==> src/design/cid_defines.svh <==
// Shared constants for the caller ID line monitor control blocks.
`ifndef CID_DEFINES_SVH
`define CID_DEFINES_SVH
`define CLK_PERIOD_NS 40
`define CYC(ns)       (((ns) + `CLK_PERIOD_NS - 1) / `CLK_PERIOD_NS)
`define FRAME_NS      125000
`define FRAME_CYC     `CYC(`FRAME_NS)
`define OHC_00_NS     256000000
`define OHC_DEF_NS    390750000
`define OHC_10_NS     128000000
`define OHC_FAST_NS   8000000
`define CAL_NS        8000000
`define RCAL_NS       4000000
`define REV_WAIT_NS   40000000
`define SAMPLE_W      16
`define LVS_W         8
`define REG_CTRL      4'h0
`define REG_STATUS    4'h1
`define REG_RXDATA    4'h2
`define REG_INT_STAT  4'h3
`define REG_INT_CLR   4'h4
`define REG_INT_EN    4'h5
`define REG_LVS_MIN   4'h6
`define CTRL_RESET    8'h40
`define BIT_OFFHOOK   0
`define BIT_FULLWAVE  1
`define BIT_CALDIS    2
`define BIT_MONITOR   3
`define BIT_MUTE      4
`define BIT_RCALDIS   5
`define FLD_CNTSEL_LO 6
`define FLD_CNTSEL_HI 7
`define INT_W         6
`define INT_RING_POS  0
`define INT_RING_NEG  1
`define INT_RINGING   2
`define INT_REVERSAL  3
`define INT_SAMPLE    4
`define INT_LOW_LINE  5
`endif

==> src/design/cid_pkg.sv <==
// Types shared by both ends of the caller ID line monitor link.
package cid_pkg;
   typedef enum logic [4:0] {
      ST_ONHOOK = 5'h01,
      ST_COUNT  = 5'h02,
      ST_CAL    = 5'h04,
      ST_RCAL   = 5'h08,
      ST_OPEN   = 5'h10
   } hook_state_t;
   typedef enum logic [1:0] {
      CL_IDLE = 2'h1,
      CL_WAIT = 2'h2
   } classify_state_t;
endpackage

==> src/design/cid_link_if.sv <==
// Link between the line monitor device and its host controller.
`timescale 1ns/10ps
`include "cid_defines.svh"
interface cid_link_if;
   logic              offhook_control;
   logic              onhook_monitor_enable;
   logic              fullwave_ring_detect_enable;
   logic              calibration_disable;
   logic              resistor_calibration_disable;
   logic [1:0]        offhook_counter_select;
   logic              receive_mute;
   logic              ring_detect_positive;
   logic              ring_detect_negative;
   logic [`LVS_W-1:0] line_voltage_status;
   logic              path_open;
   logic              frame_sync;
   logic              transmit_data_highway_pin;
   logic              transmit_data_drive;
   modport device (
      input  offhook_control, onhook_monitor_enable, fullwave_ring_detect_enable,
      input  calibration_disable, resistor_calibration_disable, offhook_counter_select, receive_mute,
      output ring_detect_positive, ring_detect_negative, line_voltage_status, path_open,
      output frame_sync, transmit_data_highway_pin, transmit_data_drive
   );
   modport host (
      output offhook_control, onhook_monitor_enable, fullwave_ring_detect_enable,
      output calibration_disable, resistor_calibration_disable, offhook_counter_select, receive_mute,
      input  ring_detect_positive, ring_detect_negative, line_voltage_status, path_open,
      input  frame_sync, transmit_data_highway_pin, transmit_data_drive
   );
endinterface

==> src/design/pin_sync.sv <==
// Three-stage pin synchroniser.
`timescale 1ns/10ps
module pin_sync #(
   parameter int W = 2
) (
   input  wire logic         i_clock,
   input  wire logic         i_rst,
   input  wire logic [W-1:0] i_pin,
   output logic      [W-1:0] o_level
);
   logic [W-1:0] s1_q;
   logic [W-1:0] s2_q;
   logic [W-1:0] s3_q;
   logic [W-1:0] lvl_q;
   logic [W-1:0] lvl_d;

   if (W < 1) $error("pin_sync width must be at least one");

   // A bit changes once stages two and three agree.
   for (genvar g = 0; g < W; g++) begin : g_bit
      always_comb begin
         lvl_d[g] = (s2_q[g] == s3_q[g]) ? s3_q[g] : lvl_q[g];
      end
   end

   // Stage one feeds stage two only.
   always_ff @(posedge i_clock or posedge i_rst) begin
      if (i_rst) begin
         s1_q  <= '0;
         s2_q  <= '0;
         s3_q  <= '0;
         lvl_q <= '0;
      end else begin
         s1_q  <= i_pin;
         s2_q  <= s1_q;
         s3_q  <= s2_q;
         lvl_q <= lvl_d;
      end
   end

   assign o_level = lvl_q;
endmodule

==> src/design/cid_device_end.sv <==
// Device end: hook sequencing, ring flags and the highway.
//
// Overview of operation
// - Monitor bit on: on-hook samples reach highway.
// - Host sets monitor after first ring, clears after.
// - Host enables full-wave detection first.
// - Reversal raises positive or negative ring flag.
// - Host waits 40 ms to classify ring edges.
// - Calibration-disable skips off-hook calibration.
// - Resistor-calibration-disable skips resistor calibration.
// - Counter select 11 gives 8 ms, 01 default.
// - Off-hook bit clear means on-hook, set off-hook.
// - Receive mute silences data toward host.
// - Data blocked until counter and calibrations finish.
// - On-hook without monitor: highway pin stays undriven.
// - Host reads line voltage, abandons if low.
// - Host prepares fast re-hook first.
// - Host may restore default calibration and counter.
`timescale 1ns/10ps
`include "cid_defines.svh"
module cid_device_end
   import cid_pkg::*;
#(
   parameter int unsigned OHC_00_CYC   = `CYC(`OHC_00_NS),
   parameter int unsigned OHC_DEF_CYC  = `CYC(`OHC_DEF_NS),
   parameter int unsigned OHC_10_CYC   = `CYC(`OHC_10_NS),
   parameter int unsigned OHC_FAST_CYC = `CYC(`OHC_FAST_NS),
   parameter int unsigned CAL_CYC      = `CYC(`CAL_NS),
   parameter int unsigned RCAL_CYC     = `CYC(`RCAL_NS),
   parameter int unsigned FRAME_CYC    = `FRAME_CYC,
   parameter int unsigned SAMPLE_W     = `SAMPLE_W
) (
   input  wire logic                i_clock,
   input  wire logic                i_rst,
   cid_link_if.device               link,
   input  wire logic                i_ring_pos_pin,
   input  wire logic                i_ring_neg_pin,
   input  wire logic [SAMPLE_W-1:0] i_line_sample,
   input  wire logic [`LVS_W-1:0]   i_line_voltage,
   output logic                     o_hook_relay,
   output logic                     o_cal_busy,
   output logic                     o_rcal_busy,
   output logic                     o_tx_gate
);
   localparam int unsigned CW = 32;
   localparam int unsigned BW = $clog2(SAMPLE_W + 1);
   localparam int unsigned FW = $clog2(FRAME_CYC);

   if (FRAME_CYC < SAMPLE_W + 2) $error("frame too short for one sample");
   if (SAMPLE_W < 2) $error("sample width must be at least two");
   if (OHC_FAST_CYC < 1 || CAL_CYC < 1 || RCAL_CYC < 1) $error("timer counts must be nonzero");

   hook_state_t   st_q;
   hook_state_t   st_d;
   logic [CW-1:0] cnt_q;
   logic [CW-1:0] cnt_d;
   logic [CW-1:0] ohc_load;

   logic [1:0]    ring_lvl;
   logic [1:0]    ring_prev_q;
   logic [1:0]    ring_prev_d;
   logic          rpos_q;
   logic          rpos_d;
   logic          rneg_q;
   logic          rneg_d;
   logic [`LVS_W-1:0] lvs_q;

   logic [FW-1:0]       fcnt_q;
   logic [FW-1:0]       fcnt_d;
   logic [SAMPLE_W-1:0] sh_q;
   logic [SAMPLE_W-1:0] sh_d;
   logic [BW-1:0]       bits_q;
   logic [BW-1:0]       bits_d;
   logic                fs_q;
   logic                fs_d;
   logic                dtx_q;
   logic                dtx_d;
   logic                drv_q;
   logic                drv_d;
   logic                send_ok;

   // Asynchronous ring pins are synchronised.
   pin_sync #(
      .W (2)
   ) u_ring_sync (
      .i_clock (i_clock),
      .i_rst   (i_rst),
      .i_pin   ({i_ring_neg_pin, i_ring_pos_pin}),
      .o_level (ring_lvl)
   );

   // Settling time chosen by the counter select field.
   always_comb begin
      case (link.offhook_counter_select)
         2'h0:    ohc_load = CW'(OHC_00_CYC);
         2'h1:    ohc_load = CW'(OHC_DEF_CYC);
         2'h2:    ohc_load = CW'(OHC_10_CYC);
         default: ohc_load = CW'(OHC_FAST_CYC);
      endcase
   end

   // Hook sequencer: counter, then calibration, then resistor calibration.
   always_comb begin
      st_d  = st_q;
      cnt_d = cnt_q;
      case (st_q)
         ST_ONHOOK: begin
            if (link.offhook_control) begin
               st_d  = ST_COUNT;
               cnt_d = ohc_load - CW'(1);
            end
         end
         ST_COUNT, ST_CAL, ST_RCAL: begin
            if (cnt_q != '0) begin
               cnt_d = cnt_q - CW'(1);
            end else if (st_q == ST_COUNT && !link.calibration_disable) begin
               st_d  = ST_CAL;
               cnt_d = CW'(CAL_CYC) - CW'(1);
            end else if (st_q != ST_RCAL && !link.resistor_calibration_disable) begin
               st_d  = ST_RCAL;
               cnt_d = CW'(RCAL_CYC) - CW'(1);
            end else begin
               st_d  = ST_OPEN;
            end
         end
         ST_OPEN: begin
            st_d = ST_OPEN;
         end
         default: begin
            st_d  = ST_ONHOOK;
            cnt_d = '0;
         end
      endcase
      // Clearing the hook bit always returns on-hook at once.
      if (!link.offhook_control) begin
         st_d  = ST_ONHOOK;
         cnt_d = '0;
      end
   end

   // Hook sequencer registers.
   always_ff @(posedge i_clock or posedge i_rst) begin
      if (i_rst) begin
         st_q  <= ST_ONHOOK;
         cnt_q <= '0;
      end else begin
         st_q  <= st_d;
         cnt_q <= cnt_d;
      end
   end

   // A rising threshold crossing raises a one-cycle ring flag.
   // Half-wave detection only sees the positive threshold.
   always_comb begin
      ring_prev_d = ring_lvl;
      rpos_d      = ring_lvl[0] & ~ring_prev_q[0];
      rneg_d      = ring_lvl[1] & ~ring_prev_q[1] & link.fullwave_ring_detect_enable;
   end

   // Ring flags and line voltage registers.
   always_ff @(posedge i_clock or posedge i_rst) begin
      if (i_rst) begin
         ring_prev_q <= '0;
         rpos_q      <= 1'b0;
         rneg_q      <= 1'b0;
         lvs_q       <= '0;
      end else begin
         ring_prev_q <= ring_prev_d;
         rpos_q      <= rpos_d;
         rneg_q      <= rneg_d;
         lvs_q       <= i_line_voltage;
      end
   end

   // Samples go out when fully off-hook, or on-hook with monitoring on.
   assign send_ok = (st_q == ST_OPEN) ||
                    ((st_q == ST_ONHOOK) && link.onhook_monitor_enable);

   // Highway framing: one sync per frame, then the sample MSB first.
   always_comb begin
      fcnt_d = (fcnt_q == FW'(FRAME_CYC - 1)) ? '0 : fcnt_q + FW'(1);
      fs_d   = (fcnt_q == '0);
      sh_d   = sh_q;
      bits_d = bits_q;
      dtx_d  = 1'b0;
      drv_d  = 1'b0;
      if (fcnt_q == '0) begin
         // Same slot and format whether on-hook monitoring or off-hook.
         sh_d   = link.receive_mute ? '0 : i_line_sample;
         bits_d = BW'(SAMPLE_W);
      end else if (bits_q != '0) begin
         // Drive starts only with the first slot bit, so no slot starts part way through.
         drv_d  = send_ok & (drv_q | (bits_q == BW'(SAMPLE_W)));
         dtx_d  = drv_d & sh_q[SAMPLE_W-1];
         sh_d   = {sh_q[SAMPLE_W-2:0], 1'b0};
         bits_d = bits_q - BW'(1);
      end
   end

   // Highway registers.
   always_ff @(posedge i_clock or posedge i_rst) begin
      if (i_rst) begin
         fcnt_q <= '0;
         sh_q   <= '0;
         bits_q <= '0;
         fs_q   <= 1'b0;
         dtx_q  <= 1'b0;
         drv_q  <= 1'b0;
      end else begin
         fcnt_q <= fcnt_d;
         sh_q   <= sh_d;
         bits_q <= bits_d;
         fs_q   <= fs_d;
         dtx_q  <= dtx_d;
         drv_q  <= drv_d;
      end
   end

   // Link outputs from flip-flops; path_open is decoded from the state register.
   assign link.ring_detect_positive      = rpos_q;
   assign link.ring_detect_negative      = rneg_q;
   assign link.line_voltage_status       = lvs_q;
   assign link.path_open                 = (st_q == ST_OPEN);
   assign link.frame_sync                = fs_q;
   assign link.transmit_data_highway_pin = dtx_q;
   assign link.transmit_data_drive       = drv_q;

   // Line-side controls follow the sequencer state.
   assign o_hook_relay = (st_q != ST_ONHOOK);
   assign o_cal_busy   = (st_q == ST_CAL);
   assign o_rcal_busy  = (st_q == ST_RCAL);
   assign o_tx_gate    = (st_q == ST_OPEN);
endmodule

==> src/flat_wrapper.sv <==
// flat-port wrapper written by rule: the top's interface ports become plain ports
module cid_device_end_flat import cid_pkg::*;
#(
   parameter int unsigned OHC_00_CYC   = `CYC(`OHC_00_NS),
   parameter int unsigned OHC_DEF_CYC  = `CYC(`OHC_DEF_NS),
   parameter int unsigned OHC_10_CYC   = `CYC(`OHC_10_NS),
   parameter int unsigned OHC_FAST_CYC = `CYC(`OHC_FAST_NS),
   parameter int unsigned CAL_CYC      = `CYC(`CAL_NS),
   parameter int unsigned RCAL_CYC     = `CYC(`RCAL_NS),
   parameter int unsigned FRAME_CYC    = `FRAME_CYC,
   parameter int unsigned SAMPLE_W     = `SAMPLE_W
)
  (i_clock, i_rst, i_ring_pos_pin, i_ring_neg_pin, i_line_sample, i_line_voltage, o_hook_relay, o_cal_busy, o_rcal_busy, o_tx_gate, link_offhook_control, link_onhook_monitor_enable, link_fullwave_ring_detect_enable, link_calibration_disable, link_resistor_calibration_disable, link_offhook_counter_select, link_receive_mute, link_ring_detect_positive, link_ring_detect_negative, link_line_voltage_status, link_path_open, link_frame_sync, link_transmit_data_highway_pin, link_transmit_data_drive);
  cid_link_if link_i ();
  input  wire logic i_clock;
  input  wire logic i_rst;
  input  wire logic i_ring_pos_pin;
  input  wire logic i_ring_neg_pin;
  input  wire logic [SAMPLE_W-1:0] i_line_sample;
  input  wire logic [`LVS_W-1:0] i_line_voltage;
  output logic o_hook_relay;
  output logic o_cal_busy;
  output logic o_rcal_busy;
  output logic o_tx_gate;
  input wire logic [$bits(link_i.offhook_control)-1:0] link_offhook_control;
  input wire logic [$bits(link_i.onhook_monitor_enable)-1:0] link_onhook_monitor_enable;
  input wire logic [$bits(link_i.fullwave_ring_detect_enable)-1:0] link_fullwave_ring_detect_enable;
  input wire logic [$bits(link_i.calibration_disable)-1:0] link_calibration_disable;
  input wire logic [$bits(link_i.resistor_calibration_disable)-1:0] link_resistor_calibration_disable;
  input wire logic [$bits(link_i.offhook_counter_select)-1:0] link_offhook_counter_select;
  input wire logic [$bits(link_i.receive_mute)-1:0] link_receive_mute;
  output wire logic [$bits(link_i.ring_detect_positive)-1:0] link_ring_detect_positive;
  output wire logic [$bits(link_i.ring_detect_negative)-1:0] link_ring_detect_negative;
  output wire logic [$bits(link_i.line_voltage_status)-1:0] link_line_voltage_status;
  output wire logic [$bits(link_i.path_open)-1:0] link_path_open;
  output wire logic [$bits(link_i.frame_sync)-1:0] link_frame_sync;
  output wire logic [$bits(link_i.transmit_data_highway_pin)-1:0] link_transmit_data_highway_pin;
  output wire logic [$bits(link_i.transmit_data_drive)-1:0] link_transmit_data_drive;
  assign link_i.offhook_control = link_offhook_control;
  assign link_i.onhook_monitor_enable = link_onhook_monitor_enable;
  assign link_i.fullwave_ring_detect_enable = link_fullwave_ring_detect_enable;
  assign link_i.calibration_disable = link_calibration_disable;
  assign link_i.resistor_calibration_disable = link_resistor_calibration_disable;
  assign link_i.offhook_counter_select = link_offhook_counter_select;
  assign link_i.receive_mute = link_receive_mute;
  assign link_ring_detect_positive = link_i.ring_detect_positive;
  assign link_ring_detect_negative = link_i.ring_detect_negative;
  assign link_line_voltage_status = link_i.line_voltage_status;
  assign link_path_open = link_i.path_open;
  assign link_frame_sync = link_i.frame_sync;
  assign link_transmit_data_highway_pin = link_i.transmit_data_highway_pin;
  assign link_transmit_data_drive = link_i.transmit_data_drive;
  cid_device_end #(.OHC_00_CYC(OHC_00_CYC), .OHC_DEF_CYC(OHC_DEF_CYC), .OHC_10_CYC(OHC_10_CYC), .OHC_FAST_CYC(OHC_FAST_CYC), .CAL_CYC(CAL_CYC), .RCAL_CYC(RCAL_CYC), .FRAME_CYC(FRAME_CYC), .SAMPLE_W(SAMPLE_W)) u_core (.i_clock(i_clock), .i_rst(i_rst), .link(link_i), .i_ring_pos_pin(i_ring_pos_pin), .i_ring_neg_pin(i_ring_neg_pin), .i_line_sample(i_line_sample), .i_line_voltage(i_line_voltage), .o_hook_relay(o_hook_relay), .o_cal_busy(o_cal_busy), .o_rcal_busy(o_rcal_busy), .o_tx_gate(o_tx_gate));
endmodule
==> config.mk <==
export PLATFORM = sky130hd
export DESIGN_NAME = cid_device_end_flat
export DESIGN_NICKNAME = d
export VERILOG_FILES = /design/src/design/cid_pkg.sv /design/src/design/cid_link_if.sv /design/src/design/pin_sync.sv /design/src/design/cid_device_end.sv /design/src/flat_wrapper.sv
export VERILOG_INCLUDE_DIRS = /design/src /design/src/design
export SDC_FILE = /design/constraint.sdc
export NUM_CORES = 1
export LEC_CHECK = 0
export BUFFER_PORTS_ARGS = -buffer_cell sky130_fd_sc_hd__buf_2
export CORE_ASPECT_RATIO = 1.4
export CORE_UTILIZATION = 25
export DETAILED_ROUTE_END_ITERATION = 10
export PLACE_DENSITY = 0.46
export SLEW_MARGIN = 20
export SYNTH_ARGS = -nofsm -noshare
export SYNTH_HDL_FRONTEND = slang
export SYNTH_SLANG_ARGS = --single-unit
==> constraint.sdc <==
create_clock -name i_clock -period 3.3 [get_ports i_clock]
set_input_delay 0.495 -clock i_clock [delete_from_list [all_inputs] [get_ports i_clock]]
set_output_delay 0.495 -clock i_clock [all_outputs]
set_load 0.02 [all_outputs]
### Yosys cells after proc, flatten, opt, wreduce, memory -nomap -nowiden

Cells that the tools add are included.

| storage, ports and cells | value |
|---|---|
| ROM bits | 0 |
| bits in latches | 0 |
| memory bits (writable) | 0 |
| output and inout port bits | 18 |
| bits of input ports | 36 |
| logic and storage cells | 79 |
| memories | 0 |
| bits in registers | 93 |

| operators by class | value |
|---|---|
| divide/modulo/power cells | 0 |
| add/sub/neg operators | 4 |
| bitwise operators | 8 |
| muxes and demuxes | 21 |
| $mul | 0 |
| reductions and logical operators | 13 |
| equality and inequality tests | 16 |
| order comparisons | 0 |
| shift operators | 0 |

Operators with widths:

| cell | count |
|---|---|
| 32-bit 2-to-1 mux | 4 |
| 32-bit one-hot mux with 3 select lines | 1 |
| 24-bit one-hot mux with 3 select lines | 1 |
| 16-bit 2-to-1 mux | 3 |
| 32-bit nonzero test | 1 |
| 32-bit by 1-bit subtractor with 32-bit output, second input constant | 1 |
| 5-bit 2-to-1 mux | 6 |
| 24-bit by 1-bit subtractor with 25-bit output, second input constant | 1 |
| 5-bit one-hot mux with 3 select lines | 1 |
| 12-bit by 1-bit adder with 12-bit output, second input constant | 1 |
| 12-bit == test, second input constant | 1 |
| 12-bit zero test | 1 |
| 12-bit 2-to-1 mux | 1 |
| 5-bit == test, second input constant | 2 |
| 1-bit AND | 5 |
| 5-bit by 1-bit == test with 1-bit output, second input constant | 1 |
| 5-bit by 2-bit == test with 1-bit output, second input constant | 1 |
| 5-bit by 3-bit == test with 1-bit output, second input constant | 1 |
| 5-bit by 4-bit == test with 1-bit output, second input constant | 1 |
| 5-bit by 1-bit inequality test with 1-bit output, second input constant | 1 |
| 5-bit by 2-bit inequality test with 1-bit output, second input constant | 1 |
| 5-bit by 4-bit inequality test with 1-bit output, second input constant | 1 |
| 5-bit nonzero test | 1 |
| 5-bit by 1-bit subtractor with 5-bit output, second input constant | 1 |
| 15 further kinds | 23 |

### Longest topological paths before layout

| depth | value |
|---|---|
| depth after elaboration | 7 |
| depth in mapped cells | 10 |
| gate-level depth less buffers | 9 |

### By module

Synthesis repeated with hierarchy kept, for this count alone.

| second synthesis, totals | value |
|---|---|
| cells, all modules | 495 |
| area, all modules | 4843.4 um2 |

Modules (own cells, without submodules):

| module | times used | sequential area each (um2) | cells each | area each (um2) |
|---|---|---|---|---|
| cid_device_end | 1 | 2128.3 | 484 | 4616.9 |
| pin_sync | 1 | 200.2 | 11 | 226.5 |

### Least setup slack after synthesis

Ideal clock, no wire load.

| timing path | value |
|---|---|
| path type | register to register |
| start | register u_core.cnt_q[8] |
| end | register u_core.cnt_q[31] |
| period minus slack after synthesis | 2.336 ns |
| required time | 3.160 ns |
| slack | 0.964 ns |
| cell stages (with the launch flop) | 9 |
| path buffers | 2 |
| library setup time | 0.140 ns |
| arrival time | 2.196 ns |
| path through | dfrtp_1 or3_4 nand4bb_4 buf_6 or4_4 buf_6 and4_4 a21oi_1 o22ai_1 |

| between the ends | value |
|---|---|
| word-level cells in the longest chain between the ends | 4 |
| elaborated cells on any way between the ends | 7 |
| classes of those cells | add/sub: 1; eq/ne: 1; mux: 3; reduce/logical: 2 |

Ends and longest elaborated chain:

| what | RTL line | RTL |
|---|---|---|
| from (decl) | cid_device_end.sv:55 | `logic [CW-1:0] cnt_q;` |
| from (signal assigned) | cid_device_end.sv:148 | `cnt_q <= cnt_d;` |
| 32-bit by 1-bit subtractor with 32-bit output / 32-bit nonzero test (equally long branches) | cid_device_end.sv:115, cid_device_end.sv:114 |  |
| 32-bit 2-to-1 mux | cid_device_end.sv:114 | `if (cnt_q != '0) begin` |
| 32-bit one-hot mux with 3 select lines | cid_device_end.sv:106 | `case (st_q)` |
| 32-bit 2-to-1 mux | cid_device_end.sv:135 | `if (!link.offhook_control) begin` |

Parallel ways exist; a longest one is shown, timed or not.
A chain may end at the register's enable or synchronous reset.

### Final worst setup path

| timing path | value |
|---|---|
| start | register u_core.cnt_q[0] |
| end | register u_core.cnt_q[15] |

Same word-level chain as after synthesis.

==> flow_summary.toml <==
[yosys]
synthMuxAreaShare = 0.0312
yosys.area_share.simple = 0.207
synth_seq_area_share = 0.484
ys_seq_elements = 93
yosysTopAreaCell = "dfrtp_1"
synth_xor_area_frac = 0.0328
synth_top_family_by_area = "simple AND/OR/NAND/NOR gates"
ys_types = 62
syn_inst = 498
synth_compound_area_frac = 0.168
synthTopCellsByCount = "dfrtp_1 (92), nor2_1 (53), o21ai_0 (47), a21oi_1 (27)"
syn_area_sq_um = 4810
synth_top_cell_area_share = 0.479
avgSynthCellArea_sq_um = 9.66
synth.most_common_cell = "dfrtp_1"
synth_enable_flop_cells = 0
ys_top_cells_by_area = "dfrtp_1 (48%), o21ai_0 (4.9%), nor2_1 (4.1%)"
yosys_warnings = 0
ys.flop_type = "dfrtp_1"
synth_fa_ha_area_frac = 0.0380
syn_nets = 547
synthArstFlopShare = 1.00

[sta]
worst_pin_slew_ps = 906
fin_skew_ps = 5.26
fin_crit_ps = 2980
max-slew-margin-rel = 0.391
rsz0062_at_grt = "no"
hold_viol = 0
setup_viol = 0
timing.setup.tns_ps = 0
period_share = 0.902
drv_slew = 0
max_freq_ghz = 0.336

[clock_tree]
cts_tree = "built"
clockBufferDepth = 2
clock_latency_ps = 350
cts_resized = 0
postCtsHoldBufs = 0
cts-buffers-inserted = 9
cts.clk_slew.worst_paths_ps = 70
h-tree-depth = 3
clock_sinks = 93
cts_setup_buffers = 0
clock-root-buffer = "clkbuf_16"

[worst_setup_path]
critPathMaxFanout = 22
reg2reg_depth = 10
required_ps = 3570
critical_path_class = "reg -> reg"
rr_endpoint = "u_core.cnt_q[15]$_DFFE_PP0P_"
r2r_start = "u_core.cnt_q[0]$_DFFE_PP0P_"
regToRegSetupSlack_ps = 320
cp-start-kind = "flip-flop"
worstPathArrival_ps = 3250
end_kind = "flip-flop"

[power]
pwr-share-clk = 0.365
comb_power_share = 0.189
p_total_w = 0.00281
switching_power_w = 0.000891
power.density_nw_per_um2 = 495
p_seq_frac = 0.446
peakVddDrop_mv = 0.198
intPower_w = 0.00192
p_leak_nw = 2.64
p_sw_frac = 0.317

[placed_design]
gp_congestion = 0.853
place_inst = 783
hpwl_um = 8990
io_buffers = 53

[job]
drv_cap = 0

[global_routing]
grt_pass1_vias = 3993
grt_overflow = 0
grt_max_degree = 56
grt_usage = 0.132
grt_pass1_wl_um = 20500
antenna_found_initial = 0

[cells_and_area]
fill_cells = 1989
final_nets = 600
areaGrowthSynthToFinish_pct = 17.9
drive_gt1_frac = 0.182
diodes = 0
final_cells = 800
multi_input_area_sq_um = 2300
post-route-util = 0.302
regArea_sq_um = 2330

[die]
num_rows = 59
fp.dieW_um = 119
io_pins = 54
coreArea_sq_um = 18800
start_util = 0.257
dieArea_sq_um = 19800
die_y_um = 166

[drt]
drc = 0
drt_wl_total_um = 12700
ant_nets = 0
firstDrtPassIters = 5
vias = 3922
drt-vias-per-instance = 4.90
avgRoutedWirePerCell_um = 15.9
first_iter_violations = 150

[min_path]
worstHoldEndpoint = "u_core.link.line_voltage_status[4]$_DFF_PP0_"
whs_path_depth = 1
min_from = "i_line_voltage[4]"
hp-class = "in -> reg"

[status]
outcome = "completed"
==> critical path, stage by stage, from the launching register on <==
cell and delay [ps]:
dfrtp_1 400, inv_1 100, ha_1 200, nor3b_1 460
nand3_1 230, nor4_2 380, a22oi_1 280, buf_4 250
inv_2 320, o21ai_0 170, o21ai_1 100
==> flip-flops by register name (all words and copies together), names as in the netlist, 5 cells and up <==
| register | count |
|---|---|
| u_core.sh_q | 16 |
| u_core.cnt_q | 32 |
| u_core.st_q | 5 |
| u_core.link.line_voltage_status | 8 |
| u_core.bits_q | 5 |
| u_core.fcnt_q | 12 |
==> cells by family after synthesis <==
kind of cell / count (synthesis)
and+or+nand+nor: 180
adders and majority gates: 15
DFF: 93
xor gates and xnor gates: 18
AOI/OAI and AO/OA: 133
buffers and inverters: 44
muxes: 15
==> worst max-delay path by stage <==
stage / slack, ps / startpoint / cells after the start / to
5_1_grt: 80 / u_core.cnt_q[0]$_DFFE_PP0P_ / 10 / u_core.cnt_q[18]$_DFFE_PP0P_
6_report: 320 / u_core.cnt_q[0]$_DFFE_PP0P_ / 10 / u_core.cnt_q[15]$_DFFE_PP0P_
3_3_place_gp: 390 / u_core.st_q[3]$_DFFE_PP0P_ / 7 / u_core.cnt_q[2]$_DFFE_PP0P_
4_1_cts: 210 / u_core.st_q[3]$_DFFE_PP0P_ / 6 / u_core.cnt_q[5]$_DFFE_PP0P_
3_5_place_dp: 230 / u_core.st_q[3]$_DFFE_PP0P_ / 6 / u_core.cnt_q[5]$_DFFE_PP0P_
2_1_floorplan: 390 / i_rst / 1 / u_core.bits_q[0]$_DFFE_PP0P_
==> layout make-up <==
type,count,share of cell area
Sequential cell,93,0.411
Multi-Input combinational cell,361,0.406
Timing Repair Buffer,66,0.0640
Tap cell,244,0.0538
Clock buffer,9,0.0397
Inverter,20,0.0137
Clock inverter,7,0.0124
==> metrics by stage <==
step / setup slack (ps) / area (sq um) / hold slack (ps)
2_1_floorplan: 386 / 4810 / 331
3_3_place_gp: 388 / 5370 / 333
3_5_place_dp: 228 / 5370 / 335
4_1_cts: 214 / 5660 / 226
5_1_grt: 82.4 / 5670 / 228
6_report: 323 / 5670 / 244
==> cells in the final DEF, fill, tap and decap left out, drive strengths merged, types with 4 or more instances in the layout <==
cell,synthesis,layout
a211oi,4,4
a21oi,27,27
a22oi,5,5
and2,4,4
and3,5,5
buf,7,66
clkbuf,17,9
clkinv,1,5
dfrtp,92,92
ha,13,13
inv,19,21
mux2i,15,15
nand2,22,22
nand3,14,14
nand3b,18,18
nand4,5,5
nor2,53,53
nor3,27,27
nor4,13,13
o21ai,61,61
o22ai,4,4
o2bb2ai,8,8
or3,6,6
xnor2,12,12
xor2,6,6
==> layer usage <==
layer | vias up | global-route usage | share of wire
li1 | 1914 | - | -
met1 | 1893 | 0.158 | 0.43
met2 | 90 | 0.217 | 0.49
met3 | 25 | 0.0258 | 0.038
met4 | 0 | 0.0782 | 0.033
met5 | - | 0 | 0
==> power by group through the flow <==
stage	logic, W	clock network [W]	registers (W)
global placement	0.000530	0	0.00127
floorplan	0.000359	0	0.00126
global route	0.000584	0.00111	0.00126
detailed placement	0.000533	0	0.00127
CTS	0.000535	0.00106	0.00125
finish	0.000532	0.00102	0.00125
(Power assumes the default switching activity.)
